$ cat src/core/rgb_pkg.sv
package rgb_pkg;

	localparam logic [7:0] ADDR_WRITE = 8'h70;
	localparam int SEL_MSB = 7;
	localparam int SEL_LSB = 5;
	localparam int PAY_MSB = 4;
	localparam int STEP_W = 5;
	localparam int DUTY_W = 5;

	localparam logic [2:0] SEL_SHUTDOWN = 3'h0;
	localparam logic [2:0] SEL_PEAK = 3'h1;
	localparam logic [2:0] SEL_DUTY1 = 3'h2;
	localparam logic [2:0] SEL_DUTY2 = 3'h3;
	localparam logic [2:0] SEL_DUTY3 = 3'h4;
	localparam logic [2:0] SEL_UP = 3'h5;
	localparam logic [2:0] SEL_DOWN = 3'h6;
	localparam logic [2:0] SEL_RUN = 3'h7;

	localparam logic [4:0] STEP_RESET = 5'h00;
	localparam logic [4:0] DUTY_RESET = 5'h00;
	localparam logic [4:0] STEP_TOP = 5'h1f;
	localparam logic [4:0] STEP_MAX_LEVEL = 5'h1e;

	localparam int CLK_HZ = 10_000_000;
	localparam int MS_TIME_MS = 1;
	localparam int MS_CYCLES = CLK_HZ / 1000 * MS_TIME_MS;
	localparam int STEP_UNIT_MS = 8;
	localparam int PWM_FREQ_HZ = 2100;
	localparam int PWM_LEVELS = 32;
	localparam int PWM_TICK_CYCLES = CLK_HZ / (PWM_FREQ_HZ * PWM_LEVELS);

	typedef enum logic [4:0] {
		ST_IDLE = 5'h01,
		ST_ADDR = 5'h02,
		ST_ACK_ADDR = 5'h04,
		ST_CMD = 5'h08,
		ST_ACK_CMD = 5'h10
	} rgb_state_t;

endpackage

$ cat src/core/rgb_pwm_channel.sv
`timescale 1ns/1ps
`default_nettype none
module rgb_pwm_channel #(
	parameter int WIDTH = rgb_pkg::DUTY_W
) (
	input wire logic clk,
	input wire logic srst,
	input wire logic tick,
	input wire logic [WIDTH-1:0] duty,
	output logic led_on
);
	logic [WIDTH-1:0] cnt;
	logic [WIDTH-1:0] next_cnt;
	logic next_led_on;

	// Zero is dark, all ones is steady on, others modulate
	always_comb
	begin
		next_cnt = tick ? WIDTH'(cnt + 1'b1) : cnt;
		if (duty == {WIDTH{1'b1}})
			next_led_on = 1'b1;
		else
			next_led_on = (cnt < duty);
	end

	always_ff @(posedge clk)
	begin
		if (srst)
		begin
			cnt <= '0;
			led_on <= 1'b0;
		end
		else
		begin
			cnt <= next_cnt;
			led_on <= next_led_on;
		end
	end

	property p_duty_off;
		@(posedge clk) disable iff (srst)
		(duty == '0) |=> !led_on;
	endproperty
	a_duty_off: assert property (p_duty_off) else $error("Zero duty lit the LED");

	property p_duty_full;
		@(posedge clk) disable iff (srst)
		(duty == {WIDTH{1'b1}}) |=> led_on;
	endproperty
	a_duty_full: assert property (p_duty_full) else $error("Full duty left LED dark");

	property p_duty_ratio;
		@(posedge clk) disable iff (srst)
		(duty != {WIDTH{1'b1}}) |=> (led_on == ($past(cnt) < $past(duty)));
	endproperty
	a_duty_ratio: assert property (p_duty_ratio) else $error("PWM ratio wrong");

endmodule // rgb_pwm_channel
`default_nettype wire

$ cat src/core/rgb_cmd_decoder.sv
// Operation
// - Frame holds address byte then command byte
// - Answer only to address byte 70 hex
// - Top three bits select, low five payload
// - Selector 000 shuts down, payload ignored
// - Selector 001 stores shared peak step code
// - Peak step applies directly, no ramp
// - Selector 101 stores upward target, sets up direction, no start
// - Selector 110 stores downward target, sets down direction, no start
// - Selector 111 stores dwell, starts ramp
// - Step code zero forces zero current
// - Step codes 30 and 31 equal maximum
// - Ramp time is dwell times steps
// - Each duty channel has 32 levels
// - Step count is absolute position difference
// - Duty zero off, 1F fully on
// - Ramp starts at command byte acknowledge
`timescale 1ns/1ps
`default_nettype none
module rgb_cmd_decoder #(
	parameter int MS_CYCLES = rgb_pkg::MS_CYCLES,
	parameter int PWM_TICK_CYCLES = rgb_pkg::PWM_TICK_CYCLES
) (
	input wire logic clk,
	input wire logic srst,
	input wire logic scl,
	input wire logic sda_in,
	output logic sda_out,
	output logic sda_oe_n,
	output logic [4:0] led_output_current,
	output logic [2:0] led_on,
	output logic ramp_busy
);
	localparam int MSW = $clog2(MS_CYCLES + 1);
	localparam int PWW = $clog2(PWM_TICK_CYCLES + 1);

	function automatic logic [4:0] step_dist(input logic [4:0] a, input logic [4:0] b);
		step_dist = (a > b) ? 5'(a - b) : 5'(b - a);
	endfunction

	// Pin synchronisers, level accepted once stages two and three agree
	logic [2:0] scl_sync;
	logic [2:0] sda_sync;
	logic scl_f;
	logic sda_f;
	logic scl_prev;
	logic sda_prev;
	logic next_scl_f;
	logic next_sda_f;

	always_comb
	begin
		next_scl_f = (scl_sync[1] == scl_sync[2]) ? scl_sync[2] : scl_f;
		next_sda_f = (sda_sync[1] == sda_sync[2]) ? sda_sync[2] : sda_f;
	end

	always_ff @(posedge clk)
	begin
		if (srst)
		begin
			scl_sync <= 3'h7;
			sda_sync <= 3'h7;
			scl_f <= 1'b1;
			sda_f <= 1'b1;
			scl_prev <= 1'b1;
			sda_prev <= 1'b1;
		end
		else
		begin
			scl_sync <= {scl_sync[1:0], scl};
			sda_sync <= {sda_sync[1:0], sda_in};
			scl_f <= next_scl_f;
			sda_f <= next_sda_f;
			scl_prev <= scl_f;
			sda_prev <= sda_f;
		end
	end

	logic scl_rise;
	logic scl_fall;
	logic start_det;
	logic stop_det;
	assign scl_rise = scl_f & ~scl_prev;
	assign scl_fall = ~scl_f & scl_prev;
	assign start_det = sda_prev & ~sda_f & scl_f & scl_prev;
	assign stop_det = ~sda_prev & sda_f & scl_f & scl_prev;
	assign sda_out = 1'b0;

	// Serial receiver
	rgb_pkg::rgb_state_t state;
	rgb_pkg::rgb_state_t next_state;
	logic [3:0] bit_cnt;
	logic [3:0] next_bit_cnt;
	logic [7:0] shreg;
	logic [7:0] next_shreg;
	logic next_sda_oe_n;
	logic cmd_stb;
	logic next_cmd_stb;
	logic [7:0] cmd_byte;
	logic [7:0] next_cmd_byte;

	always_comb
	begin
		next_state = state;
		next_bit_cnt = bit_cnt;
		next_shreg = shreg;
		next_sda_oe_n = sda_oe_n;
		next_cmd_stb = 1'b0;
		next_cmd_byte = cmd_byte;
		if (start_det)
		begin
			next_state = rgb_pkg::ST_ADDR;
			next_bit_cnt = 4'h0;
			next_sda_oe_n = 1'b1;
		end
		else if (stop_det)
		begin
			next_state = rgb_pkg::ST_IDLE;
			next_sda_oe_n = 1'b1;
		end
		else
		begin
			case (state)
				rgb_pkg::ST_ADDR, rgb_pkg::ST_CMD:
				begin
					if (scl_rise && bit_cnt != 4'h8)
					begin
						next_shreg = {shreg[6:0], sda_f};
						next_bit_cnt = 4'(bit_cnt + 1'b1);
					end
					else if (scl_fall && bit_cnt == 4'h8)
					begin
						if (state == rgb_pkg::ST_CMD)
						begin
							next_sda_oe_n = 1'b0;
							next_cmd_stb = 1'b1;
							next_cmd_byte = shreg;
							next_state = rgb_pkg::ST_ACK_CMD;
						end
						else if (shreg == rgb_pkg::ADDR_WRITE)
						begin
							next_sda_oe_n = 1'b0;
							next_state = rgb_pkg::ST_ACK_ADDR;
						end
						else
							next_state = rgb_pkg::ST_IDLE;
					end
				end
				rgb_pkg::ST_ACK_ADDR:
				begin
					if (scl_fall)
					begin
						next_sda_oe_n = 1'b1;
						next_bit_cnt = 4'h0;
						next_state = rgb_pkg::ST_CMD;
					end
				end
				rgb_pkg::ST_ACK_CMD:
				begin
					if (scl_fall)
					begin
						next_sda_oe_n = 1'b1;
						next_state = rgb_pkg::ST_IDLE;
					end
				end
				default:
				begin
				end
			endcase
		end
	end

	always_ff @(posedge clk)
	begin
		if (srst)
		begin
			state <= rgb_pkg::ST_IDLE;
			bit_cnt <= 4'h0;
			shreg <= 8'h00;
			sda_oe_n <= 1'b1;
			cmd_stb <= 1'b0;
			cmd_byte <= 8'h00;
		end
		else
		begin
			state <= next_state;
			bit_cnt <= next_bit_cnt;
			shreg <= next_shreg;
			sda_oe_n <= next_sda_oe_n;
			cmd_stb <= next_cmd_stb;
			cmd_byte <= next_cmd_byte;
		end
	end

	// Command registers and dimming ramp
	logic [2:0] sel;
	logic [4:0] payload;
	assign sel = cmd_byte[rgb_pkg::SEL_MSB:rgb_pkg::SEL_LSB];
	assign payload = cmd_byte[rgb_pkg::PAY_MSB:0];

	logic [4:0] cur_step, next_cur_step;
	logic [4:0] duty [3];
	logic [4:0] next_duty [3];
	logic [4:0] up_target, next_up_target;
	logic [4:0] down_target, next_down_target;
	logic [4:0] step_time, next_step_time;
	logic dir_down, next_dir_down;
	logic next_ramp_busy;
	logic [4:0] steps_left, next_steps_left;
	logic [7:0] ms_cnt, next_ms_cnt;
	logic [MSW-1:0] ms_div, next_ms_div;
	logic [PWW-1:0] pwm_div, next_pwm_div;
	logic ms_tick;
	logic pwm_tick;
	logic [4:0] target;
	logic [7:0] dwell_ms;
	logic step_due;
	logic [4:0] next_led_output_current;

	assign ms_tick = (ms_div == MSW'(MS_CYCLES - 1));
	assign pwm_tick = (pwm_div == PWW'(PWM_TICK_CYCLES - 1));
	assign target = dir_down ? down_target : up_target;
	assign dwell_ms = 8'(step_time * 8'(rgb_pkg::STEP_UNIT_MS));
	assign step_due = ramp_busy && ms_tick && (8'(ms_cnt + 1'b1) >= dwell_ms);

	always_comb
	begin
		next_cur_step = cur_step;
		next_duty = duty;
		next_up_target = up_target;
		next_down_target = down_target;
		next_step_time = step_time;
		next_dir_down = dir_down;
		next_ramp_busy = ramp_busy;
		next_steps_left = steps_left;
		next_ms_cnt = ms_cnt;
		next_ms_div = ms_tick ? '0 : MSW'(ms_div + 1'b1);
		next_pwm_div = pwm_tick ? '0 : PWW'(pwm_div + 1'b1);
		if (ramp_busy && ms_tick)
			next_ms_cnt = step_due ? 8'h00 : 8'(ms_cnt + 1'b1);
		if (step_due)
		begin
			next_cur_step = (cur_step < target) ? 5'(cur_step + 1'b1) : 5'(cur_step - 1'b1);
			next_steps_left = 5'(steps_left - 1'b1);
			if (steps_left == 5'h01)
				next_ramp_busy = 1'b0;
		end
		if (cmd_stb)
		begin
			if (sel == rgb_pkg::SEL_SHUTDOWN)
			begin
				next_cur_step = rgb_pkg::STEP_RESET;
				next_ramp_busy = 1'b0;
			end
			else if (sel == rgb_pkg::SEL_PEAK)
			begin
				next_cur_step = payload;
				next_ramp_busy = 1'b0;
			end
			else if (sel == rgb_pkg::SEL_DUTY1)
				next_duty[0] = payload;
			else if (sel == rgb_pkg::SEL_DUTY2)
				next_duty[1] = payload;
			else if (sel == rgb_pkg::SEL_DUTY3)
				next_duty[2] = payload;
			else if (sel == rgb_pkg::SEL_UP)
			begin
				next_up_target = payload;
				next_dir_down = 1'b0;
			end
			else if (sel == rgb_pkg::SEL_DOWN)
			begin
				next_down_target = payload;
				next_dir_down = 1'b1;
			end
			else
			begin
				next_step_time = payload;
				next_cur_step = cur_step;
				next_steps_left = step_dist(cur_step, target);
				next_ramp_busy = (cur_step != target);
				next_ms_cnt = 8'h00;
				next_ms_div = '0;
			end
		end
		if (cur_step == rgb_pkg::STEP_RESET)
			next_led_output_current = 5'h00;
		else if (cur_step == rgb_pkg::STEP_TOP)
			next_led_output_current = rgb_pkg::STEP_MAX_LEVEL;
		else
			next_led_output_current = cur_step;
	end

	always_ff @(posedge clk)
	begin
		if (srst)
		begin
			cur_step <= rgb_pkg::STEP_RESET;
			duty <= '{default: rgb_pkg::DUTY_RESET};
			up_target <= rgb_pkg::STEP_RESET;
			down_target <= rgb_pkg::STEP_RESET;
			step_time <= 5'h00;
			dir_down <= 1'b0;
			ramp_busy <= 1'b0;
			steps_left <= 5'h00;
			ms_cnt <= 8'h00;
			ms_div <= '0;
			pwm_div <= '0;
			led_output_current <= 5'h00;
		end
		else
		begin
			cur_step <= next_cur_step;
			duty <= next_duty;
			up_target <= next_up_target;
			down_target <= next_down_target;
			step_time <= next_step_time;
			dir_down <= next_dir_down;
			ramp_busy <= next_ramp_busy;
			steps_left <= next_steps_left;
			ms_cnt <= next_ms_cnt;
			ms_div <= next_ms_div;
			pwm_div <= next_pwm_div;
			led_output_current <= next_led_output_current;
		end
	end

	genvar gi;
	generate
		for (gi = 0; gi < 3; gi++)
		begin : g_pwm
			rgb_pwm_channel #(.WIDTH(rgb_pkg::DUTY_W)) u_pwm (
				.clk(clk),
				.srst(srst),
				.tick(pwm_tick),
				.duty(duty[gi]),
				.led_on(led_on[gi])
			);
		end
	endgenerate

	property p_addr_reject;
		@(posedge clk) disable iff (srst)
		(state == rgb_pkg::ST_ADDR && scl_fall && bit_cnt == 4'h8 && !start_det && !stop_det
			&& shreg != rgb_pkg::ADDR_WRITE) |=> sda_oe_n && state == rgb_pkg::ST_IDLE;
	endproperty
	a_addr_reject: assert property (p_addr_reject) else $error("Foreign or read address acked");

	property p_ack_only_after_byte;
		@(posedge clk) disable iff (srst)
		$fell(sda_oe_n) |-> $past(bit_cnt) == 4'h8
			&& ($past(state) == rgb_pkg::ST_CMD || $past(shreg) == rgb_pkg::ADDR_WRITE);
	endproperty
	a_ack_only_after_byte: assert property (p_ack_only_after_byte) else $error("Stray ack");

	property p_shutdown;
		@(posedge clk) disable iff (srst)
		(cmd_stb && sel == rgb_pkg::SEL_SHUTDOWN) |=> cur_step == 5'h00 && !ramp_busy
			##1 led_output_current == 5'h00;
	endproperty
	a_shutdown: assert property (p_shutdown) else $error("Shutdown did not zero current");

	property p_peak_direct;
		@(posedge clk) disable iff (srst)
		(cmd_stb && sel == rgb_pkg::SEL_PEAK) |=> cur_step == $past(payload) && !ramp_busy;
	endproperty
	a_peak_direct: assert property (p_peak_direct) else $error("Peak step not applied");

	property p_duty_load;
		@(posedge clk) disable iff (srst)
		(cmd_stb && sel == rgb_pkg::SEL_DUTY2) |=> duty[1] == $past(payload)
			&& $stable(duty[0]) && $stable(duty[2]);
	endproperty
	a_duty_load: assert property (p_duty_load) else $error("Duty load crossed channels");

	property p_target_no_start;
		@(posedge clk) disable iff (srst)
		(cmd_stb && (sel == rgb_pkg::SEL_UP || sel == rgb_pkg::SEL_DOWN) && !ramp_busy)
			|=> !ramp_busy;
	endproperty
	a_target_no_start: assert property (p_target_no_start) else $error("Target started ramp");

	property p_run_start;
		@(posedge clk) disable iff (srst)
		(cmd_stb && sel == rgb_pkg::SEL_RUN) |=> ramp_busy == ($past(cur_step) != $past(target))
			&& steps_left == step_dist($past(cur_step), $past(target));
	endproperty
	a_run_start: assert property (p_run_start) else $error("Ramp start wrong");

	property p_one_step;
		@(posedge clk) disable iff (srst)
		(step_due && !cmd_stb) |=> step_dist(cur_step, $past(cur_step)) == 5'h01;
	endproperty
	a_one_step: assert property (p_one_step) else $error("Ramp step not one code");

	property p_level_map;
		@(posedge clk) disable iff (srst)
		(cur_step == 5'h00 || cur_step == rgb_pkg::STEP_TOP) |=>
			led_output_current == (($past(cur_step) == 5'h00) ? 5'h00 : rgb_pkg::STEP_MAX_LEVEL);
	endproperty
	a_level_map: assert property (p_level_map) else $error("Level mapping wrong");

	c_addr_ack: cover property (@(posedge clk) disable iff (srst)
		state == rgb_pkg::ST_ACK_ADDR ##[1:400] cmd_stb);
	c_ramp_done: cover property (@(posedge clk) disable iff (srst) $fell(ramp_busy));
	c_shutdown: cover property (@(posedge clk) disable iff (srst)
		cmd_stb && sel == rgb_pkg::SEL_SHUTDOWN);

endmodule // rgb_cmd_decoder
`default_nettype wire

$ cat config.mk
export PLATFORM = sky130hd
export DESIGN_NAME = rgb_cmd_decoder
export DESIGN_NICKNAME = d
export VERILOG_FILES = /design/src/core/rgb_pkg.sv /design/src/core/rgb_pwm_channel.sv /design/src/core/rgb_cmd_decoder.sv
export SDC_FILE = /design/constraint.sdc
export NUM_CORES = 1
export LEC_CHECK = 0
export BUFFER_PORTS_ARGS = -buffer_cell sky130_fd_sc_hd__buf_2
export CORE_UTILIZATION = 60
export CTS_CLUSTER_SIZE = 12
export DETAILED_ROUTE_END_ITERATION = 8
export PLACE_DENSITY = 0.77
export SYNTH_ARGS = -nofsm -noshare
export SYNTH_HDL_FRONTEND = slang
export SYNTH_SLANG_ARGS = --single-unit
export TNS_END_PERCENT = 100
$ cat constraint.sdc
create_clock -name clk -period 4.68 [get_ports clk]
set_clock_uncertainty 0.2 [all_clocks]
set_input_delay 0.702 -clock clk [delete_from_list [all_inputs] [get_ports clk]]
set_output_delay 0.702 -clock clk [all_outputs]
set_load 0.005 [all_outputs]
# Word-level counts from Yosys, hierarchy flattened
# Cells that the tools add are included.
dict set report word_totals {
  latchBits 0
  memories 0
  inputBits 4
  elab_cells 218
  register_bits 132
  mem_bits_rw 0
  mem_bits_ro 0
}
dict set report classes {
  reduce_logical 32
  bitwise 24
  shift 0
  n_eq_ne 35
  muxes 75
  n_mul 0
  add_sub_neg 12
  n_lt_le_gt_ge 6
  n_div 0
}
# operator n
set op_table {}
lappend op_table {{5-bit 2-to-1 mux} 27}
lappend op_table {{14-bit 2-to-1 mux} 9}
lappend op_table {{8-bit 2-to-1 mux} 10}
lappend op_table {{5-bit equality test (second input constant)} 5}
lappend op_table {{1-bit 2-to-1 mux} 21}
lappend op_table {{5-bit by 1-bit adder with 5-bit output (second input constant)} 4}
lappend op_table {{5-bit < comparator} 4}
lappend op_table {{4-bit != test (second input constant)} 5}
lappend op_table {{5-bit AND reduction} 4}
lappend op_table {{8-bit by 1-bit adder with 8-bit output (second input constant)} 2}
lappend op_table {{1-bit NOT} 16}
lappend op_table {{8-bit AND reduction} 2}
lappend op_table {{5-bit one-hot mux with 3 select lines} 1}
lappend op_table {{14-bit by 1-bit adder with 14-bit output (second input constant)} 1}
lappend op_table {{14-bit equality test (second input constant)} 1}
lappend op_table {{7-bit AND reduction} 2}
lappend op_table {{4-bit AND reduction} 3}
lappend op_table {{6-bit AND reduction} 2}
lappend op_table {{2-bit != test (second input constant)} 5}
lappend op_table {{2-bit OR reduction} 5}
lappend op_table {{5-bit by 1-bit subtractor with 5-bit output (second input constant)} 2}
lappend op_table {{5-bit subtractor} 2}
lappend op_table {{3-bit equality test (second input constant)} 3}
lappend op_table {{1-bit bitwise AND} 8}
lappend op_table {{other kinds (30)} 40}

# Longest topological paths before layout
dict set report logic_depth {
  word_depth 13
  ltp_mapped 16
}

# Hierarchy
# A second synthesis with hierarchy kept.
dict set report unflattened {
  cells_unflattened 717
  hier_area_um2 6381.1
}
# mod cells_each n_inst seq_area_each_um2 area_per_inst_um2
set by_module_without_submodules {}
lappend by_module_without_submodules {rgb_cmd_decoder 603 1 2282.2 5356.4}
lappend by_module_without_submodules {rgb_pwm_channel 38 3 120.1 341.6}

# Least setup slack after synthesis
# OpenSTA, ideal clock, no wires.
dict set report synth_path {
  kind {register to register}
  from {register dir_down}
  to {register cur_step[4]}
  n_path_buf 1
  setup_time_ns 0.063
  arrival_ns 3.241
  synth_period_minus_slack_ns 3.504
  path_slack_ns 1.176
  path_stages_with_launch 16
  required_time_ns 4.417
  path_cell_list {dfxtp_1 -> clkbuf_1 -> mux2i_1 -> inv_1 -> ha_1 -> nor2b_1 -> o211ai_1 -> a21boi_1 -> nor2_1 -> inv_1 -> ha_1 -> a21o_1 -> a21oi_1 -> xnor2_1 -> or4b_1 -> nand3_1}
}
dict set report synth_via {
  elab_chain_cells 12
}
# item line_no
set synth_rtl {}
lappend synth_rtl {{start, declared} rgb_cmd_decoder.sv:207} ;# logic dir_down, next_dir_down;
lappend synth_rtl {{start signal, assigned} rgb_cmd_decoder.sv:318} ;# dir_down <= next_dir_down;
lappend synth_rtl {{5-bit 2-to-1 mux *} rgb_cmd_decoder.sv:222} ;# assign target = dir_down ? down_target : up_target;
lappend synth_rtl {{5-bit < comparator *} rgb_cmd_decoder.sv:243} ;# next_cur_step = (cur_step < target) ? 5'(cur_step + 1'b1) : 5'(cur_step - 1'b1);
lappend synth_rtl {{5-bit 2-to-1 mux *} rgb_cmd_decoder.sv:243}
lappend synth_rtl {{5-bit 2-to-1 mux *} rgb_cmd_decoder.sv:241} ;# if (step_due)
lappend synth_rtl {{5-bit 2-to-1 mux} rgb_cmd_decoder.sv:271} ;# else if (sel == rgb_pkg::SEL_DOWN)
lappend synth_rtl {{5-bit 2-to-1 mux} rgb_cmd_decoder.sv:266} ;# else if (sel == rgb_pkg::SEL_UP)
lappend synth_rtl {{5-bit 2-to-1 mux} rgb_cmd_decoder.sv:264} ;# else if (sel == rgb_pkg::SEL_DUTY3)
lappend synth_rtl {{5-bit 2-to-1 mux} rgb_cmd_decoder.sv:262} ;# else if (sel == rgb_pkg::SEL_DUTY2)
lappend synth_rtl {{5-bit 2-to-1 mux} rgb_cmd_decoder.sv:260} ;# else if (sel == rgb_pkg::SEL_DUTY1)
lappend synth_rtl {{5-bit 2-to-1 mux} rgb_cmd_decoder.sv:255} ;# else if (sel == rgb_pkg::SEL_PEAK)
lappend synth_rtl {{5-bit 2-to-1 mux} rgb_cmd_decoder.sv:250} ;# if (sel == rgb_pkg::SEL_SHUTDOWN)
lappend synth_rtl {{5-bit 2-to-1 mux *} rgb_cmd_decoder.sv:248} ;# if (cmd_stb)
lappend synth_rtl {{end signal, assigned} rgb_cmd_decoder.sv:298} ;# cur_step <= rgb_pkg::STEP_RESET;
lappend synth_rtl {{end signal, assigned} rgb_cmd_decoder.sv:313} ;# cur_step <= next_cur_step;
lappend synth_rtl {{end, declared} rgb_cmd_decoder.sv:201} ;# logic [4:0] cur_step, next_cur_step;
# Every way passes the cells marked *; elsewhere a longest branch is shown, timed or not. The select of a mux whose other input is x is not followed.
# A chain may end at the register's enable or synchronous reset.

# Final worst setup path
# Same ends and word-level chain as after synthesis.

==> Implementation_results.wiki <==
{| class="wikitable"
! Metric !! Value
|-
| Routed Antenna Nets || 0
|-
| Net total in the final layout || 785
|-
| Share of cells above drive strength 1 || under 10%
|-
| Async S/R FF share, synth || 0%
|-
| Core Area || about 0.010 sq mm
|-
| Global-route wire length before repair || 21200 microns
|-
| Primary FF master, synth || dfxtp_1
|-
| Maximum fanout along the worst path || 6
|-
| Layout-stage area growth over the synthesis result || 10.5%
|-
| Largest net degree at the start of global routing || 73
|-
| Post-Place Worst Slack || 0.854 ns
|-
| Xor and xnor area share after synthesis || under 10%
|-
| Library cells used by synthesis || 67
|-
| Switching Fraction || 21.2%
|-
| Height of the chip || 106 microns
|-
| Fraction of synthesized area in multiplexers || 7.39%
|-
| Total count of max-transition violations in the final report || 0
|-
| Proportion of power drawn by the clock network || 53.0%
|-
| Lkg Pwr || roughly 3.0 nW
|-
| Top post-synthesis cells by count || dfxtp_1 (132), nor2_1 (112), a21oi_1 (53), nand2_1 (52), mux2i_1 (47)
|-
| Effective utilization at floorplan || 62.6%
|-
| Worst slew margin relative to its limit || 41.9%
|-
| Max-cap viol count || 0
|-
| Number of antenna violations at the first check in global routing || 0
|-
| Main combinational cell family by area after synthesis || simple AND/OR/NAND/NOR gates
|-
| Most instantiated library cell after synthesis || dfxtp_1
|-
| Hold Fails Final Rpt || 0
|-
| DIE AREA || around 0.011 sq mm
|-
| Pwr/cell area || 346 mW/mm^2
|-
| Class of the tightest hold or removal check || input pin to register
|-
| Site row count || 37
|-
| Final setup margin || roughly 0.84 ns
|-
| Level count of the clock H-tree || 4
|-
| Area contributors post-synth || dfxtp_1 (41%), ha_1 (7.5%), mux2i_1 (7.2%)
|-
| Critical Path Start Type || register
|-
| Mapped Cells || 742
|-
| Final setup violating endpoints || 0
|-
| R2R cell count || 14
|-
| Class of the most critical setup path || register to register
|-
| Setup_tns || 0 ns
|-
| Syn Area/Cell || 8.79 sq um
|-
| Clock buffer count from CTS || 17
|-
| Worst-case clock buffer depth || 2
|-
| Source of the worst hold timing path || sda_in
|-
| Post-layout total power || 2.49 mW
|-
| Antenna diode count || 0
|-
| Share of the synthesized area in compound gates (AO/OA/AOI/OAI) || between 10% and 20%
|-
| Gr usage total || 23.6%
|-
| Share of total power in sequential cells || between 40 and 50%
|-
| Final worst hold slack || 0.140 ns
|-
| Worst-skew pair later-pin latency || 0.54 ns
|-
| Post-route DRC || 0
|-
| Die width || between 100 and 150 microns
|-
| Largest voltage drop on the vdd net || between 0.2 and 0.3 mV
|-
| CTS tree || done
|-
| Total via count in the routed design || ~5000
|-
| Actual slew at the worst max-slew pin || 0.868 ns
|-
| Worst Hold Path Cells || 2
|-
| Hpwl dp || 8390 microns
|-
| Synthesized Nets || between 700 and 800
|-
| Unrepaired setup endpoints after global routing || false
|-
| Series of cell instances along the critical path || mux2i_1, inv_1, ha_1, nor2b_1, o211ai_1, a21boi_1, nor2_1, inv_1, ha_1, a21o_1, a21oi_1, xnor2_1, or4b_1, nand3_1
|-
| Post-route minimum period || 3.84 ns
|-
| Count of buffers added by post-CTS timing repair for setup || 0
|-
| WP buf/inv || 2
|-
| Number of enable flip-flop cells after synthesis || 0
|-
| Total wire length after detailed routing || roughly 13000 microns
|-
| Sequential fraction of the synthesis area || 40.5%
|-
| Mapped Area || 0.00652 sq mm
|-
| Sink Count || about 130
|-
| CTS root buffer || clkbuf_8
|-
| DRT Pass-1 Iters || 5
|-
| Routed wire per std cell || 14.2 microns
|-
| FF-to-FF setup slack || 0.84 ns
|-
| Count of hold buffers inserted by post-cts repair || 0
|-
| Clock transition at the register clock pins on the worst setup and hold paths after CTS || 0.06 ns
|-
| Reg2Reg Launch Point || dir_down$_SDFFE_PP0P_
|-
| Flop and latch count out of synthesis || 132
|-
| Kind of end point of the critical path || register
|-
| Congestion Overflow GR || 0
|-
| Synth warn || 0
|-
| Fraction of synthesized cell area taken by the top area cell type || 40.5%
|-
| Worst path required time || 4.96 ns
|-
| Routed via count divided by cell count || 5.62
|-
| Final period util || around 82%
|-
| Cell class contributing the biggest share of worst-path delay || simple AND/OR/NAND/NOR gates
|-
| Endpoint arrival time on the critical path || 4.12 ns
|-
| Min-Delay Endpoint || sda_sync[0]$_SDFF_PP1_
|-
| Largest incremental delay on the critical path || 0.51 ns
|-
| Weighted congestion at the end of routability-driven global placement || 0.902
|-
| Vias in the first global route || ~4800
|-
| Synth Area in Adders || 8.41%
|-
| Iteration-0 DRC Markers || 264
|-
| Post-synthesis simple-gate area fraction || 22.5%
|-
| Input/output buffers || 13
|-
| Crit path max-delay cell type || dfxtp_1
|-
| Reg2reg end || cur_step[4]$_SDFFE_PP0N_
|-
| Internal power summed over all cells || between 1.5 and 2 mW
|-
| Combinational fraction of design power || about 1.4%
|-
| Post-cts sizing count || 0
|-
| Maximum clock frequency || about 0.26 GHz
|-
| Number of ports placed on the die boundary || 15
|-
| Post-synth top area cell || dfxtp_1
|-
| Outcome || finished clean
|-
| Switching component of the power || 527 uW
|}
==> worst max path at each step <==
stage	from	end	slack, ns	cells after the start
after floorplan	dir_down$_SDFFE_PP0P_	cur_step[4]$_SDFFE_PP0N_	1.18	15
after global placement	dir_down$_SDFFE_PP0P_	cur_step[4]$_SDFFE_PP0N_	1.09	14
after detailed placement	dir_down$_SDFFE_PP0P_	cur_step[4]$_SDFFE_PP0N_	0.85	14
after CTS	dir_down$_SDFFE_PP0P_	cur_step[4]$_SDFFE_PP0N_	0.84	14
after global routing	dir_down$_SDFFE_PP0P_	cur_step[4]$_SDFFE_PP0N_	0.53	14
final	dir_down$_SDFFE_PP0P_	cur_step[4]$_SDFFE_PP0N_	0.84	14
==> placed cells by master, fill, tap and decap left out, types with 4 or more instances in the layout <==
cell / synthesis / routed
nor2b_1: 7 / 7
o21bai_1: 4 / 4
inv_1: 40 / 40
a21o_1: 13 / 13
dfxtp_1: 132 / 132
nor3b_1: 5 / 5
or3_1: 7 / 7
nand3_1: 21 / 21
nand2_1: 52 / 52
nor2_1: 112 / 112
o21ai_0: 17 / 17
xor2_1: 22 / 22
nand4_1: 11 / 11
buf_2: 1 / 13
nand2b_1: 5 / 5
nand3b_1: 7 / 7
xnor2_1: 21 / 21
ha_1: 39 / 39
mux2i_1: 47 / 47
nor3_1: 8 / 8
o22ai_1: 4 / 4
and3_1: 8 / 8
clkbuf_16: 0 / 16
a21oi_1: 53 / 53
or2_2: 13 / 13
buf_4: 4 / 4
==> power by group through the flow <==
stage / clock network (mW) / logic [mW] / registers, mW
CTS: 1.34 / 0.0345 / 1.14
global placement: 0 / 0.0331 / 1.16
finish: 1.32 / 0.0340 / 1.14
detailed placement: 0 / 0.0342 / 1.16
floorplan: 0 / 0.0290 / 1.16
global route: 1.40 / 0.0385 / 1.14
==> per-stage QoR <==
step | instances | util, % | area [sq um]
6_report | 887 | 69.2 | 7200
4_1_cts | 887 | 69.2 | 7200
3_5_place_dp | 856 | 63.5 | 6620
3_3_place_gp | 856 | 63.5 | 6620
5_1_grt | 887 | 69.2 | 7200
2_1_floorplan | 742 | - | 6520
==> worst register-to-register path: stages, from the launching register on <==
cell and delay (ns):
dfxtp_1 0.51, mux2i_1 0.44, inv_1 0.15, ha_1 0.32, nor2b_1 0.15, o211ai_1 0.17, a21boi_1 0.11, nor2_1 0.24
inv_1 0.13, ha_1 0.34, a21o_1 0.17, a21oi_1 0.18, xnor2_1 0.10, or4b_1 0.48, nand3_1 0.09
==> routing by layer <==
metal  global-route usage (%)  routed length, microns
met1                     28.5                    5880
met3                     6.68                     452
met2                     39.8                    6060
met4                     8.93                     195
met5                        0                       0
==> flip-flops by register name, indices dropped and copies added, names as in the netlist, 8 cells and up <==
signal,count
duty,15
g_pwm.u_pwm.cnt,15
ms_div,14
cmd_byte,8
ms_cnt,8
pwm_div,8
shreg,8
==> kinds of logic (layout without fill, tap and decap cells) <==
family,after synthesis,count (layout)
AOI/OAI and AO/OA,114,114
xor gates and xnor gates,43,43
adders and majority gates,42,42
buffers and inverters,79,88
DFF,132,132
muxes,48,48
other,1,1
and+or+nand+nor,283,283
==> layout make-up <==
type	count	area, sq um
Tap cell	136	170
Inverter	40	150
Clock inverter	12	155
Fill cell	820	3210
Timing Repair Buffer	17	95.1
Clock buffer	19	432
Sequential cell	132	2640
Multi-Input combinational cell	531	3560
No activity file was read; power rests on OpenSTA's default activity.
